--- config.mk ---
export PLATFORM = sky130hd
export DESIGN_NAME = e1fg_top
export DESIGN_NICKNAME = d
export VERILOG_FILES = /design/src/e1fg_pkg.sv /design/src/e1fg_crc4.sv /design/src/e1fg_top.sv
export VERILOG_INCLUDE_DIRS = /design/src
export SDC_FILE = /design/constraint.sdc
export NUM_CORES = 1
export LEC_CHECK = 0
export BUFFER_PORTS_ARGS = -buffer_cell sky130_fd_sc_hd__buf_2
export CAP_MARGIN = 20
export CELL_PAD_IN_SITES_DETAIL_PLACEMENT = 0
export CELL_PAD_IN_SITES_GLOBAL_PLACEMENT = 1
export CORE_ASPECT_RATIO = 0.8
export CORE_MARGIN = 10
export CORE_UTILIZATION = 35
export DETAILED_ROUTE_END_ITERATION = 10
export PLACE_DENSITY_LB_ADDON = 0.1
export SYNTH_ARGS = -nofsm -noshare
export SYNTH_HDL_FRONTEND = slang
export SYNTH_HIERARCHICAL = 1
export SYNTH_SLANG_ARGS = --single-unit
export TNS_END_PERCENT = 20
--- constraint.sdc ---
create_clock -name clk_sys -period 6.8 [get_ports clk_sys]
set_input_delay 0.68 -clock clk_sys [delete_from_list [all_inputs] [get_ports clk_sys]]
set_output_delay 0.68 -clock clk_sys [all_outputs]
set_load 0.005 [all_outputs]
--- src/e1fg_defs.svh ---
`ifndef E1FG_DEFS_SVH
`define E1FG_DEFS_SVH
// Overview of operation
// - Four configuration bits pick transparent, basic, CRC, modified CRC or CAS framing.
// - Even frames carry alignment word in TS0 bits 2-8; odd frames bit 2 is one.
// - One-shot inversion of one alignment bit, one alignment word or one NFAS bit.
// - Basic framing: stored international values fill bit 1 unless disabled.
// - A bit sends one on manual alarm or selected automatic alarm criterion.
// - Basic framing: each enabled Sa4-Sa8 sends its first stored value.
// - CRC mode: pattern 001011 in bit 1 of first six odd frames.
// - CRC of each sub-multiframe goes into C bits of the next one.
// - One-shot inversion of all four CRC bits of one sub-multiframe.
// - E bits send zero for a sub-multiframe whose received CRC failed.
// - E bits send stored values when out of sync with reporting enabled, or when reporting is disabled but international insertion is not.
// - CRC mode: enabled Sa bits send four code-word bits in turn.
// - CAS mode: 0000 in TS16 bits 1-4 of frame 0 of every 16.
// - One-shot inversion of one signaling alignment pattern.
// - CAS mode: extra bits fill TS16 bits 5, 7, 8 of frame 0.
// - CAS mode: multiframe alarm value goes into TS16 bit 6 of frame 0.
// - CAS mode: TS16 forced to zeros or ones; zeros win.
// - Modified CRC mode changes only Sa and CRC positions.
// - Framing disabled: payload passes through unchanged.
// - Flags set at first bit of alignment frame, frame, multiframe, SMF, CAS MF.
// - Active-low interrupt while any enabled flag is set.

`define E1FG_ADDR_MODE   8'h62
`define E1FG_ADDR_INTL   8'h63
`define E1FG_ADDR_SACTL  8'h64
`define E1FG_ADDR_CW0    8'h65
`define E1FG_ADDR_CW4    8'h69
`define E1FG_ADDR_EXTRA  8'h6a
`define E1FG_ADDR_MAINT  8'h6b
`define E1FG_ADDR_IRQEN  8'h6d
`define E1FG_ADDR_FLAGS  8'h6e
`define E1FG_ADDR_EINJ   8'h6f
`define E1FG_ADDR_POS    8'h70

`define E1FG_CFG_FRAMING_DISABLE    0
`define E1FG_CFG_CRC_GENERATE_ENABLE  1
`define E1FG_CFG_MCRC    2
`define E1FG_CFG_SIGNALING_MF_ENABLE   3
`define E1FG_CFG_INTL_INSERT_DISABLE   4
`define E1FG_CFG_FAR_END_ERROR_DISABLE 5
`define E1FG_CFG_EXTRA_BITS_DISABLE    6

`define E1FG_EI_ONEFAS   0
`define E1FG_EI_ALLFAS   1
`define E1FG_EI_NFAS     2
`define E1FG_EI_MFAS     3
`define E1FG_EI_CAS      4
`define E1FG_EI_CRC      5

`define E1FG_MT_REMOTE_ALARM_MANUAL   0
`define E1FG_MT_AUTO     1
`define E1FG_MT_CRIT     2
`define E1FG_MT_MULTIFRAME_ALARM_BIT    3
`define E1FG_MT_LOS      4
`define E1FG_MT_AIS      5

`define E1FG_FL_FAS      0
`define E1FG_FL_BF       1
`define E1FG_FL_MF       2
`define E1FG_FL_SMF      3
`define E1FG_FL_SIG      4

`define E1FG_FAS_WORD    7'b0011011
`define E1FG_MFAS_WORD   6'b001011
`define E1FG_SIG_TS      5'h10
`define E1FG_CRC_POLY    4'h3
`define E1FG_RST_BYTE    8'h00
`endif

--- src/e1fg_pkg.sv ---
`include "e1fg_defs.svh"
package e1fg_pkg;
    typedef logic [7:0] e1fg_addr_t;
    typedef logic [7:0] e1fg_data_t;

    typedef enum logic [3:0] {
        E1FG_TRANS = 4'b0001,
        E1FG_BASIC = 4'b0010,
        E1FG_CRC   = 4'b0100,
        E1FG_MCRC  = 4'b1000
    } e1fg_mode_t;

    typedef struct packed {
        logic [7:0]      cfg;
        logic [1:0]      intl;
        logic [5:0]      einj;
        logic [4:0]      sa_en;
        logic [4:0][3:0] cw;
        logic [2:0]      extra;
        logic [5:0]      maint;
        logic [4:0]      irq_en;
        logic [4:0]      flags;
        logic [7:0]      bit_cnt;
        logic [3:0]      frm_cnt;
        logic [5:0]      act;
        logic [3:0]      crc_hold;
        logic [1:0]      e_pend;
        logic            out_bit;
        logic            out_valid;
        logic [7:0]      rdata;
    } e1fg_state_t;
endpackage : e1fg_pkg

--- src/e1fg_crc4.sv ---
`timescale 1ns/100ps
`default_nettype none
`include "e1fg_defs.svh"
module e1fg_crc4 (
    input  wire logic       clk_sys,
    input  wire logic       rst_n,
    input  wire logic       bit_en,
    input  wire logic       smf_start,
    input  wire logic       din,
    output logic [3:0]      crc
);
    import e1fg_pkg::*;

    logic [3:0] crc_reg;

    // MSB-first division; feedback at the input gives the remainder of M*x^4
    function automatic logic [3:0] e1fg_crc_step(input logic [3:0] s, input logic d);
        logic fb;
        fb = d ^ s[3];
        return {s[2:0], 1'b0} ^ (fb ? `E1FG_CRC_POLY : 4'h0);
    endfunction : e1fg_crc_step

    always_ff @(posedge clk_sys or negedge rst_n) begin
        if (!rst_n) begin
            crc_reg <= 4'h0;
        end else if (bit_en) begin
            crc_reg <= e1fg_crc_step(smf_start ? 4'h0 : crc_reg, din);
        end
    end

    assign crc = crc_reg;
endmodule : e1fg_crc4
`default_nettype wire

--- src/e1fg_top.sv ---
// The address-and-strobe port was left to the implementer.
`timescale 1ns/100ps
`default_nettype none
`include "e1fg_defs.svh"
module e1fg_top (
    input  wire logic               clk_sys,
    input  wire logic               resetn,
    input  wire e1fg_pkg::e1fg_addr_t reg_addr,
    input  wire e1fg_pkg::e1fg_data_t reg_wdata,
    input  wire logic               reg_wr,
    input  wire logic               reg_rd,
    output e1fg_pkg::e1fg_data_t    reg_rdata,
    input  wire logic               tx_in_valid,
    input  wire logic               tx_in_bit,
    output logic                    tx_out_valid,
    output logic                    tx_out_bit,
    input  wire logic               rx_crc_mf_out_of_sync,
    input  wire logic               rx_crc_err,
    input  wire logic               rx_crc_err_smf,
    input  wire logic               rx_rai_cond_a,
    input  wire logic               rx_rai_cond_b,
    output logic                    int_n
);
    import e1fg_pkg::*;

    // Named copies so single pattern bits can be picked by position
    localparam logic [6:0] fas_word  = `E1FG_FAS_WORD;
    localparam logic [5:0] mfas_word = `E1FG_MFAS_WORD;

    e1fg_state_t st;
    e1fg_state_t next_st;
    e1fg_mode_t  mode;
    logic        rst_meta;
    logic        rst_n;
    logic        cas;
    logic        crc_any;
    logic        first;
    logic        even;
    logic [4:0]  ts;
    logic [2:0]  p;
    logic [3:0]  f;
    logic [3:0]  crc_cur;
    logic [3:0]  crcval;
    logic        smf_start;
    logic        o;
    logic        czero;
    logic        rai;
    logic [2:0]  sai;
    logic        ei;
    logic [4:0]  fl_set;
    logic [5:0]  fresh;
    logic [5:0]  bound;
    logic        wr_einj;
    logic        wr_flags;

    always_ff @(posedge clk_sys or negedge resetn) begin
        if (!resetn) begin
            rst_meta <= 1'b0;
            rst_n    <= 1'b0;
        end else begin
            rst_meta <= 1'b1;
            rst_n    <= rst_meta;
        end
    end

    always_comb begin
        if (st.cfg[`E1FG_CFG_FRAMING_DISABLE]) begin
            mode = E1FG_TRANS;
        end else if (st.cfg[`E1FG_CFG_CRC_GENERATE_ENABLE]) begin
            mode = st.cfg[`E1FG_CFG_MCRC] ? E1FG_MCRC : E1FG_CRC;
        end else begin
            mode = E1FG_BASIC;
        end
    end

    // CAS rides on basic or plain CRC framing, never on modified CRC
    assign cas       = st.cfg[`E1FG_CFG_SIGNALING_MF_ENABLE] && (mode == E1FG_BASIC || mode == E1FG_CRC);
    assign crc_any   = (mode == E1FG_CRC) || (mode == E1FG_MCRC);
    assign ts        = st.bit_cnt[7:3];
    assign p         = st.bit_cnt[2:0];
    assign f         = st.frm_cnt;
    assign even      = !f[0];
    assign first     = tx_in_valid && (st.bit_cnt == 8'h00);
    assign smf_start = first && (f[2:0] == 3'h0);
    assign crcval    = smf_start ? crc_cur : st.crc_hold;
    assign rai       = st.maint[`E1FG_MT_REMOTE_ALARM_MANUAL] || (st.maint[`E1FG_MT_AUTO] &&
                       (st.maint[`E1FG_MT_CRIT] ? rx_rai_cond_b : rx_rai_cond_a));
    assign sai       = 3'(p - 3'd3);
    assign ei        = f[1];
    assign wr_einj   = reg_wr && (reg_addr == `E1FG_ADDR_EINJ);
    assign wr_flags  = reg_wr && (reg_addr == `E1FG_ADDR_FLAGS);

    e1fg_crc4 u_crc (
        .clk_sys   (clk_sys),
        .rst_n     (rst_n),
        .bit_en    (tx_in_valid && crc_any),
        .smf_start (smf_start),
        .din       (czero ? 1'b0 : o),
        .crc       (crc_cur)
    );

    always_comb begin
        next_st = st;
        o       = tx_in_bit;
        czero   = 1'b0;
        fl_set  = 5'h00;
        fresh   = 6'h00;
        bound   = 6'h00;
        next_st.rdata     = 8'h00;
        next_st.out_valid = tx_in_valid;

        // Inversion requests are armed at the boundary of the unit they spoil
        fresh[`E1FG_EI_ONEFAS] = st.einj[`E1FG_EI_ONEFAS] && even && mode != E1FG_MCRC;
        fresh[`E1FG_EI_ALLFAS] = st.einj[`E1FG_EI_ALLFAS] && even && mode != E1FG_MCRC;
        fresh[`E1FG_EI_NFAS]   = st.einj[`E1FG_EI_NFAS] && !even && mode != E1FG_MCRC;
        fresh[`E1FG_EI_MFAS]   = st.einj[`E1FG_EI_MFAS] && mode == E1FG_CRC && f == 4'h0;
        fresh[`E1FG_EI_CAS]    = st.einj[`E1FG_EI_CAS] && cas && f == 4'h0;
        fresh[`E1FG_EI_CRC]    = st.einj[`E1FG_EI_CRC] && crc_any && f[2:0] == 3'h0;
        bound = {f[2:0] == 3'h0, f == 4'h0, f == 4'h0, 3'b111};
        if (first) begin
            for (int i = 0; i < 6; i++) begin
                if (bound[i]) begin
                    next_st.act[i] = fresh[i] && mode != E1FG_TRANS;
                end
            end
            next_st.einj = st.einj & ~(fresh & {6{mode != E1FG_TRANS}});
        end
        if (smf_start) begin
            next_st.crc_hold = crcval;
        end

        if (tx_in_valid && mode != E1FG_TRANS && ts == 5'h00) begin
            if (even) begin
                if (p == 3'd0) begin
                    if (crc_any) begin
                        o     = crcval[2'd3 - f[2:1]] ^ next_st.act[`E1FG_EI_CRC];
                        czero = 1'b1;
                    end else if (!st.cfg[`E1FG_CFG_INTL_INSERT_DISABLE]) begin
                        o = st.intl[1];
                    end
                end else if (mode != E1FG_MCRC) begin
                    o = fas_word[3'd7 - p] ^ next_st.act[`E1FG_EI_ALLFAS] ^
                        (next_st.act[`E1FG_EI_ONEFAS] && p == 3'd1);
                end
            end else begin
                if (p == 3'd0) begin
                    if (mode == E1FG_CRC && f < 4'd12) begin
                        o = mfas_word[3'd5 - f[3:1]] ^ next_st.act[`E1FG_EI_MFAS];
                    end else if (mode == E1FG_CRC) begin
                        if (!st.cfg[`E1FG_CFG_FAR_END_ERROR_DISABLE] && !rx_crc_mf_out_of_sync) begin
                            o = !st.e_pend[ei];
                            next_st.e_pend[ei] = 1'b0;
                        end else if (!st.cfg[`E1FG_CFG_FAR_END_ERROR_DISABLE] || !st.cfg[`E1FG_CFG_INTL_INSERT_DISABLE]) begin
                            o = ei ? st.intl[0] : st.intl[1];
                        end
                    end else if (mode == E1FG_BASIC && !st.cfg[`E1FG_CFG_INTL_INSERT_DISABLE]) begin
                        o = st.intl[0];
                    end
                end else if (p == 3'd1) begin
                    if (mode != E1FG_MCRC) begin
                        o = 1'b1 ^ next_st.act[`E1FG_EI_NFAS];
                    end
                end else if (p == 3'd2) begin
                    if (mode != E1FG_MCRC) begin
                        o = rai;
                    end
                end else if (st.sa_en[sai]) begin
                    o = crc_any ? st.cw[sai][f[2:1]] : st.cw[sai][0];
                end
            end
        end

        if (tx_in_valid && cas && ts == `E1FG_SIG_TS) begin
            if (f == 4'h0) begin
                if (p < 3'd4) begin
                    o = next_st.act[`E1FG_EI_CAS];
                end else if (p == 3'd5) begin
                    o = st.maint[`E1FG_MT_MULTIFRAME_ALARM_BIT];
                end else if (!st.cfg[`E1FG_CFG_EXTRA_BITS_DISABLE]) begin
                    o = (p == 3'd4) ? st.extra[0] :
                        (p == 3'd6) ? st.extra[1] : st.extra[2];
                end
            end
            if (st.maint[`E1FG_MT_LOS]) begin
                o = 1'b0;
            end else if (st.maint[`E1FG_MT_AIS]) begin
                o = 1'b1;
            end
        end

        if (tx_in_valid) begin
            next_st.out_bit = o;
            next_st.bit_cnt = 8'(st.bit_cnt + 8'd1);
            if (st.bit_cnt == 8'hff) begin
                next_st.frm_cnt = 4'(st.frm_cnt + 4'd1);
            end
        end

        if (first && mode != E1FG_TRANS) begin
            fl_set[`E1FG_FL_FAS] = even;
            fl_set[`E1FG_FL_BF]  = 1'b1;
            fl_set[`E1FG_FL_MF]  = crc_any && f == 4'h0;
            fl_set[`E1FG_FL_SMF] = crc_any && f[2:0] == 3'h0;
            fl_set[`E1FG_FL_SIG] = cas && f == 4'h0;
        end
        // A boundary that lands on the clearing write is not lost
        next_st.flags = (st.flags & ~(wr_flags ? reg_wdata[4:0] : 5'h00)) | fl_set;
        if (rx_crc_err) begin
            next_st.e_pend[rx_crc_err_smf] = 1'b1;
        end

        if (reg_wr) begin
            unique case (reg_addr)
                `E1FG_ADDR_MODE:  next_st.cfg    = reg_wdata;
                `E1FG_ADDR_INTL:  next_st.intl   = reg_wdata[1:0];
                `E1FG_ADDR_SACTL: next_st.sa_en  = reg_wdata[4:0];
                `E1FG_ADDR_EXTRA: next_st.extra  = reg_wdata[2:0];
                `E1FG_ADDR_MAINT: next_st.maint  = reg_wdata[5:0];
                `E1FG_ADDR_IRQEN: next_st.irq_en = reg_wdata[4:0];
                `E1FG_ADDR_EINJ:  next_st.einj   = next_st.einj | reg_wdata[5:0];
                default: begin
                    if (reg_addr >= `E1FG_ADDR_CW0 && reg_addr <= `E1FG_ADDR_CW4) begin
                        next_st.cw[3'(reg_addr - `E1FG_ADDR_CW0)] = reg_wdata[3:0];
                    end
                end
            endcase
        end

        if (reg_rd) begin
            unique case (reg_addr)
                `E1FG_ADDR_MODE:  next_st.rdata = st.cfg;
                `E1FG_ADDR_INTL:  next_st.rdata = {6'h00, st.intl};
                `E1FG_ADDR_SACTL: next_st.rdata = {3'h0, st.sa_en};
                `E1FG_ADDR_EXTRA: next_st.rdata = {5'h00, st.extra};
                `E1FG_ADDR_MAINT: next_st.rdata = {2'h0, st.maint};
                `E1FG_ADDR_IRQEN: next_st.rdata = {3'h0, st.irq_en};
                `E1FG_ADDR_FLAGS: next_st.rdata = {3'h0, st.flags};
                `E1FG_ADDR_EINJ:  next_st.rdata = {2'h0, st.einj};
                `E1FG_ADDR_POS:   next_st.rdata = {f, 1'b0, ts[4:2]};
                default: begin
                    if (reg_addr >= `E1FG_ADDR_CW0 && reg_addr <= `E1FG_ADDR_CW4) begin
                        next_st.rdata = {4'h0, st.cw[3'(reg_addr - `E1FG_ADDR_CW0)]};
                    end
                end
            endcase
        end
    end

    always_ff @(posedge clk_sys or negedge rst_n) begin
        if (!rst_n) begin
            st <= '0;
        end else begin
            st <= next_st;
        end
    end

    assign reg_rdata    = st.rdata;
    assign tx_out_valid = st.out_valid;
    assign tx_out_bit   = st.out_bit;
    assign int_n        = !(|(st.flags & st.irq_en));
endmodule : e1fg_top
`default_nettype wire

# --- Word-level counts from Yosys, hierarchy flattened ---
# Memory sizes are Yosys's and may differ from the RTL's.
# Cells that the tools add are included.
totals:
  register_bits: 100
  rom_bits: 16
  in_bits: 27
  output_inout_bits: 11
  memories: 2
mem_list:
  columns: ["memory", "depth", "word_bits", "rd", "rd_clocked_by_memory_dff", "wr", "line", "source"]
  rows:
  - ["(name not given)", 8, 1, 1, 0, 0, "e1fg_top.sv:148", "o = mfas_word[3'd5 - f[3:1]] ^ next_st.act[`E1FG_EI_MFAS];"]
  - ["(name not given)", 8, 1, 1, 0, 0, "e1fg_top.sv:142", "o = fas_word[3'd7 - p] ^ next_st.act[`E1FG_EI_ALLFAS] ^"]
op_classes:
  addsub: 7
  order_cmp: 15
  eq_ne: 21
  n_mux: 86
  n_bitwise: 19
  reduce_logical: 65
op_table:
  columns: ["cell", "n"]
  rows:
  - ["$eq 8x7->1 const B", 9]
  - ["$pmux 8 s9", 1]
  - ["$mux 1", 46]
  - ["$mux 45", 1]
  - ["$logic_and 1x1->1", 40]
  - ["$mux 20", 2]
  - ["$mux 4", 9]
  - ["$bmux 4 s3", 2]
  - ["$mux 6", 4]
  - ["$bwmux 20", 1]
  - ["$mux 5", 4]
  - ["$lt 3x4->1 const B", 4]
  - ["$mux 2", 8]
  - ["$reduce_and 2->1", 7]
  - ["$and 6x6->6", 2]
  - ["$demux 4 s3", 1]
  - ["$and 5x5->5", 2]
  - ["$eq 3x3->1 const B", 3]
  - ["$add 8x1->8 const B", 1]
  - ["$eq 8x8->1 const B", 1]
  - ["$ge 8x7->1 const B", 1]
  - ["$le 8x7->1 const B", 1]
  - ["$logic_not 8->1", 1]
  - ["$mux 8", 1]
  - ["41 further kinds", 61]

# --- Depth between registers and ports, before layout ---
# Gate-level depths: netlist of the first run.
depth:
  word_depth: 28
  depth_mapped: 14
  depth_no_buf: 12

# --- Modules after synthesis ---
# The synthesis of the first run kept the hierarchy.
modules_own_cells:
  columns: ["module", "instances", "cells_each", "area_per_inst_um2"]
  rows:
  - ["e1fg_top", 1, 549, 5602.9]
  - ["e1fg_crc4", 1, 19, 186.4]

# --- Worst setup path after synthesis of the first run ---
# OpenSTA, ideal clock, no wires.
synth_path:
  kind: "register to register"
  from: "register st (netlist bit p[0])"
  to: "register u_crc.crc_reg[1] (netlist: u_crc/crc[1])"
  setup_ps: 82
  arrival_ps: 3443
  required_ps: 6718
  path_slack_ps: 3275
  stages_incl_launch_ff: 15
  n_path_buf: 2
  synth_period_minus_slack_ps: 3525
  cell_sequence: "dfrtp_1 clkbuf_1 inv_1 ha_1 or3b_2 or4_1 clkbuf_1 mux2i_1 or4_1 nand4_1 a31oi_1 nor3b_1 nor2_1 or3_1 a31oi_1"
synth_via:
  elab_chain_cells: 23
  word_cells_on_any_way: 59
  cone_classes: "2 x add/sub; 1 x order compare; 5 x eq/ne; 38 x mux; 7 x bitwise; 5 x reduce/logical; 1 x memory"
synth_lines:
  columns: ["item", "line", "source"]
  rows:
  - ["start: declaration", "e1fg_top.sv:30", "e1fg_state_t st;"]
  - ["start signal: assignment", "e1fg_top.sv:253", "st <= next_st;"]
  - ["$sub 3x2->3 *", "e1fg_top.sv:88", "assign sai = 3'(p - 3'd3);"]
  - ["via sai[0]", "e1fg_top.sv:48", "logic [2:0] sai;"]
  - ["$bmux 4 s3", "e1fg_top.sv:168", "o = crc_any ? st.cw[sai][f[2:1]] : st.cw[sai][0];"]
  - ["$mux 4 (not written as such)", "e1fg_top.sv:168", null]
  - ["$bmux 1 s2", "e1fg_top.sv:168", null]
  - ["$mux 1 (not written as such)", "e1fg_top.sv:168", null]
  - ["$mux 1", "e1fg_top.sv:168", null]
  - ["$mux 1 *", "e1fg_top.sv:167", "end else if (st.sa_en[sai]) begin"]
  - ["[... 8 more ...]", null, null]
  - ["$mux 1", "e1fg_top.sv:174", "if (f == 4'h0) begin"]
  - ["$mux 1", "e1fg_top.sv:186", "end else if (st.maint[`E1FG_MT_AIS]) begin"]
  - ["$mux 1", "e1fg_top.sv:184", "if (st.maint[`E1FG_MT_LOS]) begin"]
  - ["$mux 1 *", "e1fg_top.sv:173", "if (tx_in_valid && cas && ts == `E1FG_SIG_TS) begin"]
  - ["$mux 1 *", "e1fg_top.sv:98", ".din (czero ? 1'b0 : o),"]
  - ["$xor 1x1->1 *", "e1fg_crc4.sv:19", "fb = d ^ s[3];"]
  - ["$mux 2 *", "e1fg_crc4.sv:20", "return {s[2:0], 1'b0} ^ (fb ? `E1FG_CRC_POLY : 4'h0);"]
  - ["$xor 4x4->4 *", "e1fg_crc4.sv:20", null]
  - ["end signal: assignment", "e1fg_crc4.sv:27", "crc_reg <= e1fg_crc_step(smf_start ? 4'h0 : crc_reg, din);"]
  - ["end: declaration", "e1fg_crc4.sv:14", "logic [3:0] crc_reg;"]
# The timed path passes the listed nets; every way through them passes the cells marked *. The select of a mux whose other input is x is not followed.
# A chain may end at the register's enable or synchronous reset.

# --- Worst setup path after layout of the first run ---
# Same ends and word-level chain as after synthesis.

==> results.toml, run 1 <==
[run_status]
outcome = "complete, no violations"

[finish]
layout_commonest_cell = "dfrtp_1"
layout_common_cells = "99 x dfrtp_1, 54 x nand2_1, 54 x mux2_2"
diodes = 0
finalNetCount = 621
layout-drive-gt1-share = 0.2184
syn2layout_area_growth_pct = 9.942

[placed_design]
portBuffers = 37
post-dp-hpwl_mm = 13.31
gp_congestion = 0.8570

[setup_path]
critPathBufInv = 1
crit_chain = "inv_1, ha_1, or3b_2, or4_1, mux2i_1, or4_1, nand4_1, a31oi_1, nor3b_1, nor2_1, or3_1, a31oi_1"
arrival_ns = 4.09
path_class = "reg -> reg"
crit_path_max_fanout = 15
cp_top_family = "simple AND/OR/NAND/NOR gates"
path_depth = 12
cp-end-kind = "flop"
startpoint_type = "flop"
cp.required_ns = 7.08
cp_slowest_stage_delay_ns = 0.57
reg2regPathDepth = 12
slowest_stage = "dfrtp_1"

[clocking]
cts.sinks = 100
cts.clk_slew.worst_paths_ns = 0.07
worstSkewPairLatency_ns = 0.35
ctsLongestPathBuffers = 2
cts_resized = 0
cts_tree = "built"
holdBufCountCts = 0
cts_setup_buffers = 0
cts_buffers = 9
cts-root-buf = "clkbuf_16"
ctsHtreeMaxLevel = 3

[global_routing]
grt_pass1_wl_mm = 28.03
use_met1 = 0.2372
antenna_found_initial = 0
grt_max_degree = 66
gr-usage-met2 = 0.2419
busiest_layer = "met2"
grt-ovfl-total = 0
grtUsageTotal = 0.1635
use_met3 = 0.03676
grt_pass1_vias = 4625

[routing]
vias = 4577
drc = 0
viasPerCell = 5.714
ant_nets = 0
routedWlPerCell_um = 22.22
drt_pass1_iterations = 5
wl_mm = 17.80
drt_iter0_markers = 486

[logic_synthesis]
synth-seq-cells = 100
synth_ff_type = "dfrtp_1"
synth_cell_types = 66
ys_seq_area_frac = 0.4322
ys_async_sr_fraction = 1.000
synth-edff-count = 0
yosys_warnings = 6
netlist_area_um2 = 5789
syn_inst = 568
syn_avg_cell_area_um2 = 10.19
syn-num-nets = 608

[pwr]
power.density_nw_per_um2 = 262.4
vdd_drop_max_mv = 0.1418
finalPower_mw = 1.670
power_leakage_nw = 2.913

[floorplan]
start_util = 0.3617
dieWidth_um = 163.8
num_io_pins = 38
die_h_um = 135.0
core_area_um2 = 16010
rows = 41
design.die.area_um2 = 22120

[timing]
skew_ns = 0.01067
slew_violations = 0
worst_slew_margin_rel = 0.3380
min_period_over_period = 0.5606
hold_viol_final = 0
rsz0062_at_grt = "false"
min_period_ns = 3.812
clock.fmax_mhz = 262.3
setup_viol = 0
finalSetupTns_ns = 0
worst_slew_pin_slew_ns = 0.9839

[min_path]
hold_path.class = "in -> async"

[run]
cap_viol_max_count = 0
[layer usage]
layer / wire length (um) / vias up
met5: 0 / -
li1: - / 2107
met3: 1196 / 12
met2: 7733 / 144
met4: 160 / 0
met1: 8706 / 2314
[cell type report]
| class | instances | area, um^2 |
|---|---|---|
| fillers | 1633 | 9641 |
| multi-input cells | 403 | 2967 |
| flip-flops and latches | 100 | 2506 |
| well taps | 215 | 269.0 |
| clock buffers | 9 | 225.2 |
| repair buffers | 40 | 207.7 |
| inverters | 27 | 101.3 |
| clock inverters | 7 | 88.84 |
[report_power, final]
group / total, mW / switching (mW) / internal, mW
logic: 0.386 / 0.219 / 0.167
registers: 0.747 / 0.101 / 0.646
clock network: 0.536 / 0.245 / 0.291
[stage by stage]
stage / hold slack [ns] / cell area [um^2] / cells / worst slack [ns] / utilization
2_1_floorplan: 0.3312 / 5789 / 568 / 3.275 / -
3_3_place_gp: 0.2978 / 6051 / 785 / 3.104 / 0.3780
3_5_place_dp: 0.3146 / 6051 / 785 / 3.032 / 0.3780
4_1_cts: 0.08654 / 6365 / 801 / 3.004 / 0.3977
5_1_grt: 0.08700 / 6365 / 801 / 2.704 / 0.3977
6_report: 0.1023 / 6365 / 801 / 2.988 / 0.3977
[worst paths after layout]
kind,slack (ns),end,startpoint
worst min-delay path,0.10,rst_n$_DFF_PN0_,resetn
max in group asynchronous,5.33,st[90]$_DFFE_PN0P_,rst_n$_DFF_PN0_
worst min register to register,0.28,asynchronous set/reset pin,rst_n$_DFF_PN0_
min in group clk_sys,0.35,rst_n$_DFF_PN0_,rst_meta$_DFF_PN0_
worst max-delay path,2.99,u_crc/crc[1]$_DFFE_PN0P_,p[0]$_DFFE_PN0P_
worst max register to register,2.99,u_crc/crc[1]$_DFFE_PN0P_,p[0]$_DFFE_PN0P_
[logic make-up (layout without fill, tap and decap cells)]
family | Yosys count | count (layout) | share of synthesized area
muxes | 72 | 72 | 0.1470
DFF | 100 | 100 | 0.4322
and+or+nand+nor | 182 | 182 | 0.1627
adders and majority gates | 13 | 13 | 0.02810
buffers and inverters | 65 | 83 | 0.05533
AOI/OAI and AO/OA | 119 | 119 | 0.1498
other | 1 | 1 | 0.0006477
xor gates and xnor gates | 16 | 16 | 0.02420
[synthesized netlist by cell type, types with 10 or more instances]
| cell | count | area share |
|---|---|---|
| a21oi_1 | 20 | 0.017 |
| a22o_1 | 14 | 0.021 |
| o21ai_0 | 18 | 0.016 |
| dfrtp_1 | 100 | 0.43 |
| nor3_1 | 11 | 0.0095 |
| mux2_2 | 54 | 0.11 |
| nand2_1 | 54 | 0.035 |
| clkbuf_1 | 22 | 0.014 |
| nand2b_1 | 10 | 0.011 |
| inv_1 | 27 | 0.018 |
| mux2i_1 | 13 | 0.022 |
| nand3_1 | 21 | 0.018 |
| ha_1 | 13 | 0.028 |
| xnor2_1 | 11 | 0.017 |
| nor2_1 | 27 | 0.018 |
No activity file was read; power rests on OpenSTA's default activity.
==> run 2, diff against run 1 <==
- clock period: 6.8 -> 4 ns (I/O delays scaled with it)
==> results.toml, run 2 (synthesis gave the netlist of run 1 again) <==
[routing]
vias = 4601
drt_pass1_iterations = 9
drc = 0
drt_iter0_markers = 450
ant_nets = 0
routedWlPerCell_um = 21.84
wl_mm = 17.69
viasPerCell = 5.680

[timing]
worst_slew_pin_slew_ns = 1.007
clock.fmax_mhz = 271.9
setup_ws_ns = 0.3225
rsz0062_at_grt = "false"
worst_slew_margin_rel = 0.3286
hold_viol_final = 0
slew_violations = 0
finalSetupTns_ns = 0
min_period_ns = 3.678
min_period_over_period = 0.9194
setup_viol = 0
skew_ns = 0.01110

[pwr]
seq_power_share = 0.442
p_sw_mw = 0.9734
vdd_drop_max_mv = 0.1954
power_leakage_nw = 2.950
p_comb_frac = 0.249
finalPower_mw = 2.825
internal_power_mw = 1.851
clkPwrFrac = 0.309
swShare = 0.3446
power.density_nw_per_um2 = 440.4

[finish]
final_cells = 810
diodes = 0
layout-drive-gt1-share = 0.2286
fill_cells = 1623
design_area_um2 = 6414
layout_common_cells = "99 x dfrtp_1, 54 x nand2_1, 54 x mux2_2"
layout_commonest_cell = "dfrtp_1"
syn2layout_area_growth_pct = 10.78
finalNetCount = 630

[setup_path]
reg2reg_slack_ns = 0.32
crit_path_max_fanout = 5
arrival_ns = 3.96
reg2regPathDepth = 12
cp_slowest_stage_delay_ns = 0.62
rr_endpoint = "u_crc/crc[1]$_DFFE_PN0P_"
cp.required_ns = 4.28
cp-end-kind = "flop"
path_class = "reg -> reg"
r2r-start = "p[1]$_DFFE_PN0P_"
crit_chain = "inv_1, ha_1, or3b_2, or4_1, nand2_1, o211ai_1, nand4_1, a21oi_1, o311ai_0, nor2_1, or3_1, a31oi_1"
critPathBufInv = 1
slowest_stage = "or4_1"
startpoint_type = "flop"
cp_top_family = "simple AND/OR/NAND/NOR gates"

[floorplan]
design.die.area_um2 = 22120
core_area_um2 = 16010
rows = 41
die_h_um = 135.0
dieWidth_um = 163.8
start_util = 0.3617
num_io_pins = 38

[placed_design]
dp.cells = 793
gp_congestion = 0.8901
placed_area_um2 = 6111
portBuffers = 37
pre_cts_ws_ns = 0.4360
post-dp-hpwl_mm = 13.15

[run]
cap_viol_max_count = 0

[clocking]
cts.sinks = 100
ctsLongestPathBuffers = 2
cts-root-buf = "clkbuf_16"
worstSkewPairLatency_ns = 0.36
cts.clk_slew.worst_paths_ns = 0.07
ctsHtreeMaxLevel = 3
cts_buffers = 9
cts_tree = "built"

[min_path]
min_path_cells = 2
hold_path.class = "in -> reg"
min_to = "st[10]$_DFF_PN0_"
hp-start = "rx_crc_err_smf"

[run_status]
outcome = "complete, no violations"

[global_routing]
grt-ovfl-total = 0
grt_pass1_vias = 4593
grtUsageTotal = 0.1636
grt_pass1_wl_mm = 27.87
antenna_found_initial = 0
grt_max_degree = 75
## run 2: power groups by stage
stage	registers [mW]	logic (mW)	clock network, mW
after global routing	1.26	0.776	0.945
after detailed placement	1.26	0.695	0
after floorplan	1.21	0.513	0
after CTS	1.24	0.700	0.901
final	1.25	0.704	0.872
after global placement	1.26	0.689	0
## run 2: repair_timing
action,4_1_cts,5_1_grt
buffers inserted,0,0
hold buffers,1,0
endpoints found under the hold margin,2,0
gates resized for setup,0,0
## run 2: worst max path at each step
stage | slack [ns] | endpoint | from | depth (start not counted)
after floorplan | 0.48 | u_crc/crc[1]$_DFFE_PN0P_ | p[0]$_DFFE_PN0P_ | 14
after global routing | 0.14 | u_crc/crc[1]$_DFFE_PN0P_ | p[1]$_DFFE_PN0P_ | 12
after detailed placement | 0.44 | u_crc/crc[1]$_DFFE_PN0P_ | p[1]$_DFFE_PN0P_ | 12
final | 0.32 | u_crc/crc[1]$_DFFE_PN0P_ | p[1]$_DFFE_PN0P_ | 12
after CTS | 0.39 | u_crc/crc[1]$_DFFE_PN0P_ | p[1]$_DFFE_PN0P_ | 12
after global placement | 0.54 | u_crc/crc[1]$_DFFE_PN0P_ | p[1]$_DFFE_PN0P_ | 12
## run 2: through the flow
step,hold WS (ns),utilization
4_1_cts,0.2358,0.4007
6_report,0.2497,0.4007
3_5_place_dp,0.1879,0.3818
2_1_floorplan,0.1044,-
3_3_place_gp,0.1872,0.3818
5_1_grt,0.2557,0.4007
## run 2: area by class of cell
| class | count | area (um^2) | area share |
|---|---|---|---|
| clock buffers | 10 | 239.0 | 0.03726 |
| clock inverters | 6 | 53.80 | 0.008389 |
| inverters | 27 | 101.3 | 0.01580 |
| multi-input cells | 403 | 2967 | 0.4625 |
| flip-flops and latches | 100 | 2506 | 0.3908 |
| well taps | 215 | 269.0 | 0.04194 |
| repair buffers | 49 | 277.8 | 0.04331 |
## run 2: routing by layer
metal / wire, um / GRT usage
met5: 0 / 0
met4: 115 / 0.02725
met3: 1083 / 0.04010
met2: 7473 / 0.2347
met1: 9015 / 0.2439
